`src/tsr_defines.svh`:
```
// register map, field positions, reset values and timing counts of the host
`ifndef TSR_DEFINES_SVH
`define TSR_DEFINES_SVH

`define TSR_CLK_NS 4
`define TSR_SCL_QTR_NS 2500
`define TSR_SCL_QTR_CYC ((`TSR_SCL_QTR_NS + `TSR_CLK_NS - 1) / `TSR_CLK_NS)

`define TSR_ADR_CMD 4'h0
`define TSR_ADR_WDATA 4'h4
`define TSR_ADR_STATUS 4'h8
`define TSR_ADR_RDATA 4'hC

`define TSR_CMD_GO 0
`define TSR_CMD_OP_LSB 1
`define TSR_CMD_LEN_LSB 3
`define TSR_CMD_SETPTR 5
`define TSR_CMD_PTR_LSB 8
`define TSR_CMD_SEL_LSB 12

`define TSR_ST_BUSY 0
`define TSR_ST_DONE 1
`define TSR_ST_NACK 2

`define TSR_DEV_ADDR_HI 4'h9
`define TSR_ACK_BIT 4'h8

`define TSR_PTR_TEMP 3'h0
`define TSR_PTR_CONFIG 3'h1
`define TSR_PTR_HYST 3'h2
`define TSR_PTR_OVT 3'h3
`define TSR_PTR_ONESHOT 3'h4
`define TSR_HYST_RESET 16'h4B00
`define TSR_OVT_RESET 16'h5000

`endif

```
`src/tsr_pkg.sv`:
```
// types shared by the sensor host modules
package tsr_pkg;
	typedef enum logic [1:0] {
		TSR_OP_PTR = 2'h0,
		TSR_OP_WRITE = 2'h1,
		TSR_OP_READ = 2'h2
	} tsr_op_e;

	typedef enum logic [4:0] {
		S_IDLE = 5'h01,
		S_START = 5'h02,
		S_BIT = 5'h04,
		S_STOP = 5'h08,
		S_DONE = 5'h10
	} tsr_state_e;
endpackage

```
`src/tsr_pin_if.sv`:
```
// carrier between the host and its pin synchroniser
`timescale 1ns/10ps
`default_nettype none
interface tsr_pin_if #(parameter int W = 2) (
	input wire logic clk,
	input wire logic rst
);
	logic [W-1:0] raw;
	logic [W-1:0] clean;
	modport sync (input clk, input rst, input raw, output clean);
	modport user (output raw, input clean);
endinterface
`default_nettype wire

```
`src/tsr_pin_sync.sv`:
```
// three-stage pin synchroniser with agreement filter
`timescale 1ns/10ps
`default_nettype none
module tsr_pin_sync #(
	parameter int W = 2
) (
	tsr_pin_if.sync p
);
	genvar i;
	generate
		for (i = 0; i < W; i++) begin : g_bit
			logic s1_ff, s2_ff, s3_ff, q_ff;
			// idle bus level is high, so reset there
			always_ff @(posedge p.clk) begin
				if (p.rst) begin
					s1_ff <= 1'b1;
					s2_ff <= 1'b1;
					s3_ff <= 1'b1;
					q_ff <= 1'b1;
				end else begin
					s1_ff <= p.raw[i];
					s2_ff <= s1_ff;
					s3_ff <= s2_ff;
					if (s2_ff == s3_ff) begin
						q_ff <= s3_ff;
					end
				end
			end
			assign p.clean[i] = q_ff;
		end
	endgenerate
endmodule
`default_nettype wire

```
`src/tsr_host.sv`:
```
// sensor host: wishbone command registers driving a two-wire master
//
// Local design decisions: register access over Wishbone and the register offsets.
`timescale 1ns/10ps
`default_nettype none
`include "tsr_defines.svh"
////////////////////////////////////////////////////////////////////////////////
////////////////////////////////////////////////////////////////////////////////
module tsr_host
	import tsr_pkg::*;
#(
	parameter int unsigned QTR_CYC = `TSR_SCL_QTR_CYC
) (
	input wire logic core_clk,
	input wire logic reset,
	input wire logic wb_cyc_i,
	input wire logic wb_stb_i,
	input wire logic wb_we_i,
	input wire logic [3:0] wb_adr_i,
	input wire logic [3:0] wb_sel_i,
	input wire logic [31:0] wb_dat_i,
	output logic [31:0] wb_dat_o,
	output logic wb_ack_o,
	input wire logic scl_i,
	output logic scl_o,
	output logic scl_oe_n,
	input wire logic sda_i,
	output logic sda_o,
	output logic sda_oe_n
);
	localparam int QW = 16;
	localparam logic [QW-1:0] QTR_LAST = QW'(QTR_CYC - 1);

	tsr_state_e st_ff;
	tsr_op_e op_ff;
	logic [1:0] ph_ff, byte_ff, len_ff;
	logic [3:0] bit_ff;
	logic [2:0] tot_ff, ptr_ff, sel_ff;
	logic [7:0] sh_ff;
	logic [15:0] wdata_ff, rdata_ff;
	logic [QW-1:0] qcnt_ff;
	logic rd_ff, pend_rd_ff, setptr_ff, go_ff, nak_ff;
	logic done_ff, nack_ff, ev_nack_ff;
	logic wb_ack_ff;
	logic [31:0] wb_dat_ff;
	logic scl_oe_n_ff, sda_oe_n_ff, pin_lvl_ff;
	logic nxt_scl_rel, nxt_sda_rel;
	logic sda_s, scl_s, tick, stretch, busy, host_rx, last_byte;
	logic wb_req, wb_wr, st_clr;

	assign wb_dat_o = wb_dat_ff;
	assign wb_ack_o = wb_ack_ff;
	assign scl_oe_n = scl_oe_n_ff;
	assign sda_oe_n = sda_oe_n_ff;
	assign scl_o = pin_lvl_ff;
	assign sda_o = pin_lvl_ff;

	////////////////////////////////////////////////////////////////////////
	// pins pass the three-stage filter before any use
	tsr_pin_if #(.W(2)) pins (.clk(core_clk), .rst(reset));
	assign pins.raw = {scl_i, sda_i};
	tsr_pin_sync #(.W(2)) u_sync (.p(pins.sync));
	assign sda_s = pins.clean[0];
	assign scl_s = pins.clean[1];

	////////////////////////////////////////////////////////////////////////
	function automatic logic [7:0] byte_of(input logic [1:0] idx,
		input logic rd, input logic [2:0] sel, input logic [2:0] ptr,
		input logic [15:0] wd);
		case (idx)
			2'h0: byte_of = {`TSR_DEV_ADDR_HI, sel, rd};
			2'h1: byte_of = {5'h00, ptr};
			2'h2: byte_of = wd[15:8];
			default: byte_of = wd[7:0];
		endcase
	endfunction

	// bytes in one start-to-stop part, address byte included
	function automatic logic [2:0] part_len(input logic rd,
		input tsr_op_e op, input logic [1:0] len);
		if (rd) begin
			part_len = 3'h1 + {1'b0, len};
		end else if (op == TSR_OP_WRITE) begin
			part_len = 3'h2 + {1'b0, len};
		end else begin
			part_len = 3'h2;
		end
	endfunction

	////////////////////////////////////////////////////////////////////////
	// wishbone slave: answer one cycle after the request
	assign wb_req = wb_cyc_i && wb_stb_i && !wb_ack_ff;
	assign wb_wr = wb_req && wb_we_i;
	assign busy = (st_ff != S_IDLE) || go_ff;
	assign st_clr = wb_wr && (wb_adr_i == `TSR_ADR_STATUS) && wb_sel_i[0];

	always_ff @(posedge core_clk) begin
		if (reset) begin
			wb_ack_ff <= 1'b0;
		end else begin
			wb_ack_ff <= wb_req;
		end
	end

	always_ff @(posedge core_clk) begin
		if (reset) begin
			wb_dat_ff <= 32'h0000_0000;
		end else if (wb_req && !wb_we_i) begin
			case (wb_adr_i)
				`TSR_ADR_CMD: wb_dat_ff <= {17'h00000, sel_ff, 1'b0, ptr_ff,
					2'h0, setptr_ff, len_ff, op_ff, 1'b0};
				`TSR_ADR_WDATA: wb_dat_ff <= {16'h0000, wdata_ff};
				`TSR_ADR_STATUS: wb_dat_ff <= {29'h0000_0000, nack_ff,
					done_ff, busy};
				`TSR_ADR_RDATA: wb_dat_ff <= {16'h0000, rdata_ff};
				default: wb_dat_ff <= 32'h0000_0000;
			endcase
		end
	end

	// commands and data are frozen while a transfer runs
	always_ff @(posedge core_clk) begin
		if (reset) begin
			op_ff <= TSR_OP_PTR;
			len_ff <= 2'h0;
			setptr_ff <= 1'b0;
			ptr_ff <= `TSR_PTR_TEMP;
			sel_ff <= 3'h0;
			go_ff <= 1'b0;
		end else begin
			go_ff <= 1'b0;
			if (wb_wr && (wb_adr_i == `TSR_ADR_CMD) &&
				(wb_sel_i[1:0] == 2'h3) && !busy) begin
				case (wb_dat_i[`TSR_CMD_OP_LSB +: 2])
					2'h1: op_ff <= TSR_OP_WRITE;
					2'h2: op_ff <= TSR_OP_READ;
					default: op_ff <= TSR_OP_PTR;
				endcase
				// a limit holds two bytes, so longer bursts are clamped
				if (wb_dat_i[`TSR_CMD_LEN_LSB +: 2] == 2'h3) begin
					len_ff <= 2'h2;
				end else begin
					len_ff <= wb_dat_i[`TSR_CMD_LEN_LSB +: 2];
				end
				setptr_ff <= wb_dat_i[`TSR_CMD_SETPTR];
				ptr_ff <= wb_dat_i[`TSR_CMD_PTR_LSB +: 3];
				sel_ff <= wb_dat_i[`TSR_CMD_SEL_LSB +: 3];
				go_ff <= wb_dat_i[`TSR_CMD_GO];
			end
		end
	end

	always_ff @(posedge core_clk) begin
		if (reset) begin
			wdata_ff <= 16'h0000;
		end else if (wb_wr && (wb_adr_i == `TSR_ADR_WDATA) && !busy) begin
			if (wb_sel_i[0]) begin
				wdata_ff[7:0] <= wb_dat_i[7:0];
			end
			if (wb_sel_i[1]) begin
				wdata_ff[15:8] <= wb_dat_i[15:8];
			end
		end
	end

	// a new event beats a clear in the same cycle
	always_ff @(posedge core_clk) begin
		if (reset) begin
			done_ff <= 1'b0;
			nack_ff <= 1'b0;
		end else begin
			done_ff <= (st_ff == S_DONE) ||
				(done_ff && !(st_clr && wb_dat_i[`TSR_ST_DONE]));
			nack_ff <= ev_nack_ff ||
				(nack_ff && !(st_clr && wb_dat_i[`TSR_ST_NACK]));
		end
	end

	////////////////////////////////////////////////////////////////////////
	// quarter-period divider; a slave holding clock low stalls it
	assign stretch = scl_oe_n_ff && !scl_s;
	assign tick = (qcnt_ff == QTR_LAST) && !stretch;

	always_ff @(posedge core_clk) begin
		if (reset || (st_ff == S_IDLE)) begin
			qcnt_ff <= {QW{1'b0}};
		end else if (tick) begin
			qcnt_ff <= {QW{1'b0}};
		end else if (!stretch) begin
			qcnt_ff <= qcnt_ff + {{(QW-1){1'b0}}, 1'b1};
		end
	end

	assign host_rx = rd_ff && (byte_ff != 2'h0);
	assign last_byte = (({1'b0, byte_ff} + 3'h1) == tot_ff);

	////////////////////////////////////////////////////////////////////////
	// data moves in the second low quarter, clear of the falling clock
	always_comb begin
		nxt_scl_rel = 1'b1;
		nxt_sda_rel = sda_oe_n_ff;
		case (st_ff)
			S_START: begin
				nxt_scl_rel = ph_ff[0] ^ ph_ff[1];
				if (ph_ff != 2'h0) begin
					nxt_sda_rel = !ph_ff[1];
				end
			end
			S_BIT: begin
				nxt_scl_rel = ph_ff[1];
				if (ph_ff != 2'h0) begin
					if (bit_ff != `TSR_ACK_BIT) begin
						nxt_sda_rel = host_rx || sh_ff[7];
					end else begin
						nxt_sda_rel = !host_rx || last_byte;
					end
				end
			end
			S_STOP: begin
				nxt_scl_rel = ph_ff[1];
				if (ph_ff != 2'h0) begin
					nxt_sda_rel = (ph_ff == 2'h3);
				end
			end
			default: nxt_sda_rel = 1'b1;
		endcase
	end

	// open drain: the pins are only ever pulled low or released
	always_ff @(posedge core_clk) begin
		if (reset) begin
			scl_oe_n_ff <= 1'b1;
			sda_oe_n_ff <= 1'b1;
			pin_lvl_ff <= 1'b0;
		end else begin
			scl_oe_n_ff <= nxt_scl_rel;
			sda_oe_n_ff <= nxt_sda_rel;
			pin_lvl_ff <= 1'b0;
		end
	end

	////////////////////////////////////////////////////////////////////////
	// transfer engine
	always_ff @(posedge core_clk) begin
		if (reset) begin
			st_ff <= S_IDLE;
			ph_ff <= 2'h0;
			bit_ff <= 4'h0;
			byte_ff <= 2'h0;
			tot_ff <= 3'h0;
			sh_ff <= 8'hFF;
			rd_ff <= 1'b0;
			pend_rd_ff <= 1'b0;
			nak_ff <= 1'b0;
			ev_nack_ff <= 1'b0;
			rdata_ff <= 16'h0000;
		end else begin
			ev_nack_ff <= 1'b0;
			case (st_ff)
				S_IDLE: if (go_ff) begin
					st_ff <= S_START;
					ph_ff <= 2'h0;
					byte_ff <= 2'h0;
					rdata_ff <= 16'h0000;
					rd_ff <= (op_ff == TSR_OP_READ) && !setptr_ff;
					pend_rd_ff <= (op_ff == TSR_OP_READ) && setptr_ff;
					tot_ff <= part_len((op_ff == TSR_OP_READ) && !setptr_ff,
						op_ff, len_ff);
				end
				S_START: if (tick) begin
					ph_ff <= ph_ff + 2'h1;
					if (ph_ff == 2'h3) begin
						st_ff <= S_BIT;
						bit_ff <= 4'h0;
						sh_ff <= byte_of(2'h0, rd_ff, sel_ff, ptr_ff,
							wdata_ff);
					end
				end
				S_BIT: if (tick) begin
					ph_ff <= ph_ff + 2'h1;
					if (ph_ff == 2'h2) begin
						if (bit_ff == `TSR_ACK_BIT) begin
							nak_ff <= sda_s && !host_rx;
						end else if (host_rx) begin
							sh_ff <= {sh_ff[6:0], sda_s};
						end
					end
					if (ph_ff == 2'h3) begin
						if (bit_ff != `TSR_ACK_BIT) begin
							bit_ff <= bit_ff + 4'h1;
							if (!host_rx) begin
								sh_ff <= {sh_ff[6:0], 1'b1};
							end
						end else begin
							if (host_rx) begin
								rdata_ff <= {rdata_ff[7:0], sh_ff};
							end
							if (nak_ff) begin
								// refused byte: give up, skip any read
								ev_nack_ff <= 1'b1;
								pend_rd_ff <= 1'b0;
								st_ff <= S_STOP;
							end else if (last_byte) begin
								st_ff <= S_STOP;
							end else begin
								byte_ff <= byte_ff + 2'h1;
								bit_ff <= 4'h0;
								sh_ff <= byte_of(byte_ff + 2'h1, rd_ff, sel_ff,
									ptr_ff, wdata_ff);
							end
						end
					end
				end
				S_STOP: if (tick) begin
					ph_ff <= ph_ff + 2'h1;
					if (ph_ff == 2'h3) begin
						if (pend_rd_ff) begin
							// reading needs a fresh start after the pointer
							st_ff <= S_START;
							rd_ff <= 1'b1;
							pend_rd_ff <= 1'b0;
							byte_ff <= 2'h0;
							tot_ff <= part_len(1'b1, op_ff, len_ff);
						end else begin
							st_ff <= S_DONE;
						end
					end
				end
				S_DONE: st_ff <= S_IDLE;
				default: st_ff <= S_IDLE;
			endcase
		end
	end
endmodule
`default_nettype wire

```
`config.mk`:
```
export PLATFORM = sky130hd
export DESIGN_NAME = tsr_host
export DESIGN_NICKNAME = d
export VERILOG_FILES = /design/src/tsr_pkg.sv /design/src/tsr_pin_if.sv /design/src/tsr_pin_sync.sv /design/src/tsr_host.sv
export VERILOG_INCLUDE_DIRS = /design/src
export SDC_FILE = /design/constraint.sdc
export NUM_CORES = 1
export LEC_CHECK = 0
export BUFFER_PORTS_ARGS = -buffer_cell sky130_fd_sc_hd__buf_4
export CAP_MARGIN = 0
export CORE_ASPECT_RATIO = 1.4
export CORE_MARGIN = 2
export CORE_UTILIZATION = 52
export DETAILED_ROUTE_END_ITERATION = 16
export GPL_TIMING_DRIVEN = 0
export HOLD_SLACK_MARGIN = 0.15
export PLACE_DENSITY = 0.76
export SLEW_MARGIN = 5
export SYNTH_ARGS = -nofsm -noshare
export SYNTH_HDL_FRONTEND = slang
export SYNTH_HIERARCHICAL = 1
export SYNTH_SLANG_ARGS = --single-unit
```
`constraint.sdc`:
```
create_clock -name core_clk -period 2.35 [get_ports core_clk]
set_input_delay 0.47 -clock core_clk [delete_from_list [all_inputs] [get_ports core_clk]]
set_output_delay 0.47 -clock core_clk [all_outputs]
set_load 0.005 [all_outputs]
```
==> flow_metrics.tcl <==
set metrics [dict create \
    yosysUniqueCellTypes 69 \
    fill_cells 927 \
    start_util_pct 53.0 \
    grt.total_usage_pct 29.6 \
    critical_path_class "register to register" \
    cts_tree "yes" \
    io_pins 84 \
    clk_pin_slew_ns 0.06 \
    setup-violations-final 0 \
    maxSlewViolCount 0 \
    critPathMaxFanout 4 \
    drive_gt1_share_pct 20.9 \
    vias 6176 \
    core_area_sq_mm 0.0118 \
    die_h_um 134 \
    numCtsBuffers 17 \
    netlist_area_sq_mm 0.00627 \
    worstSetupEndpointType "register" \
    htreeDepth 4 \
    dieArea_sq_mm 0.0130 \
    fin_nets 905 \
    cp.arrival_ns 2.61 \
    power_leakage_nw 2.95 \
    grt_pass1_vias 6012 \
    hpwlAfterDp_um 14200 \
    cellPowerDensity_mw_per_mm2 671 \
    period_needed_ns 2.31 \
    avgSynthCellArea_sq_um 8.41 \
    gp_congestion 0.940 \
    clock-sinks 117 \
    cp.required_ns 2.65 \
    async_flop_share_pct 0 \
    drt-total-wl_um 19700 \
    fmax_mhz 433 \
    finClkSkew_ns 0.0104 \
    worst_pin_slew_ns 1.00 \
    synth.yosys.seq_area_share_pct 37.4 \
    start_kind "register" \
    syn2layout_area_growth_pct 26.0 \
    ctsHoldBuffers 0 \
    setup-tns-final_ns 0 \
    overflow 0 \
    ys_warn_count 6 \
    total_power_w 0.00530 \
    synth_enable_flop_cells 0 \
    antenna_cells 0 \
    grt_pass1_wl_um 30700 \
    clockBufferDepth 2 \
    ant_nets 0 \
    hp-class "input pin to register" \
    syn_inst 745 \
    ys_ff_latch 117 \
    status "completed" \
    first_iter_violations 460 \
    peakVddDrop_mv 0.543 \
    clk-insertion-delay-late_ns 0.41 \
    rsz0062_at_grt "yes" \
    drc 0 \
    io_buffer_count 46 \
    cts_root_buffer "clkbuf_16" \
    routedWlPerCell_um 19.7 \
    post_drt_via_cell_ratio 6.15 \
    relSlewSlack_pct 32.7 \
    die_x_um 96.8 \
    ys.flop_type "dfxtp_1" \
    fp-row-count 47 \
    antenna_found_initial 0 \
    drtPass1Iterations 5 \
    finalHoldViolations 0 \
    grt_max_degree 17 \
    final.period_utilization_pct 98.3 \
    max_cap_violations 0 \
]
[state kept, by name, summed over array words and instances, names as in the netlist, 3 cells and up]
register  flops
sh_ff         8
sel_ff        3
st_ff         5
wb_dat_o     16
tot_ff        3
ptr_ff        3
bit_ff        4
rdata_ff     16
wdata_ff     16
qcnt_ff      16
[cell families after synthesis]
| family | share of synthesized area [%] |
|---|---|
| AND/OR/NAND/NOR | 23.2 |
| adder cells (fa/ha/maj) | 2.79 |
| buffers and inverters | 6.41 |
| flip-flops | 37.4 |
| XOR/XNOR | 2.79 |
| other | 0.0598 |
| multiplexers | 8.28 |
| AO/OA/AOI/OAI | 19.1 |
[cells in the mapped netlist (14+ instances only)]
| cell | count | area [sq um] |
|---|---|---|
| nand3_1 | 36 | 180 |
| a21oi_1 | 49 | 245 |
| inv_1 | 17 | 63.8 |
| o211ai_1 | 21 | 158 |
| nor3_1 | 26 | 130 |
| o21ai_0 | 27 | 135 |
| mux2i_1 | 44 | 440 |
| clkbuf_1 | 35 | 131 |
| dfxtp_1 | 117 | 2340 |
| nor2_1 | 81 | 304 |
| ha_1 | 14 | 175 |
| buf_4 | 21 | 158 |
| nand2_1 | 46 | 173 |
[where the power goes]
group          switching, W  total (W)  internal, W
combinational      0.000221   0.000383     0.000163
clock              0.000973    0.00289      0.00191
sequential        0.0000276    0.00203      0.00201
[what timing repair did]
item                       CTS  global route
pin swaps                    9            10
cloned                       1             0
setup endpoints to repair   78            58
hold endpoints to repair     0             0
buffers inserted            12             7
resized for setup           32            33
[cell type report]
type | count | area, sq um | share of cell area, %
Tap cell | 147 | 184 | 2.33
Multi-Input combinational cell | 561 | 3780 | 47.8
Timing Repair Buffer | 66 | 524 | 6.64
Clock buffer | 20 | 447 | 5.65
Sequential cell | 117 | 2350 | 29.7
Inverter | 17 | 63.8 | 0.808
Clock inverter | 12 | 201 | 2.55
Buffer | 64 | 355 | 4.50
[metal layers]
layer | GRT usage [%] | vias up | wire length, um
met2 | 53.4 | 271 | 10100
li1 | - | 2894 | -
met3 | 4.59 | 98 | 1050
met5 | 0 | - | 0
met4 | 20.1 | 0 | 1330
met1 | 31.6 | 2913 | 7280
[final timing paths]
check / slack (ns) / cells after the start / from / to
setup reg to reg: 0.04 / 8 / qcnt_ff[0] / st_ff[3]
hold / removal: 0.24 / 2 / scl_i / u_sync/g_bit[1].s1_ff
hold reg to reg: 0.41 / 1 / u_sync/g_bit[1].s1_ff / u_sync/g_bit[1].s2_ff
setup / recovery: 0.04 / 8 / qcnt_ff[0] / st_ff[3]
[worst max-delay path: stages (launching register included)]
cell and delay (ns):
dfxtp_2 0.33, inv_2 0.08, ha_4 0.13, or4b_4 0.50, nor3_4 0.21, buf_4 0.16, a31oi_1 0.08, a211o_1 0.39
mux2_4 0.33
[layout by cell type, fill, tap and decap left out, drive strengths merged, types with 18 or more instances in the layout]
cell / instances
clkbuf: 52
dfxtp: 117
nand3: 36
nand2: 46
o211ai: 21
a21oi: 49
mux2i: 44
nor2: 81
buf: 97
nor3: 27
inv: 18
conb: 18
o21ai: 27
[through the flow]
stage	utilization [%]	hold WS [ns]	cell area, sq um	instances	setup slack (ns)
finish	66.8	0.242	7900	1004	0.0388
global route	66.8	0.247	7900	1004	-0.0220
global placement	58.1	0.393	6860	955	-0.560
floorplan	-	0.383	6330	762	0.00350
CTS	65.6	0.238	7760	997	0.0235
detailed placement	58.1	0.394	6860	955	-0.617
(Power assumes the default switching activity.)
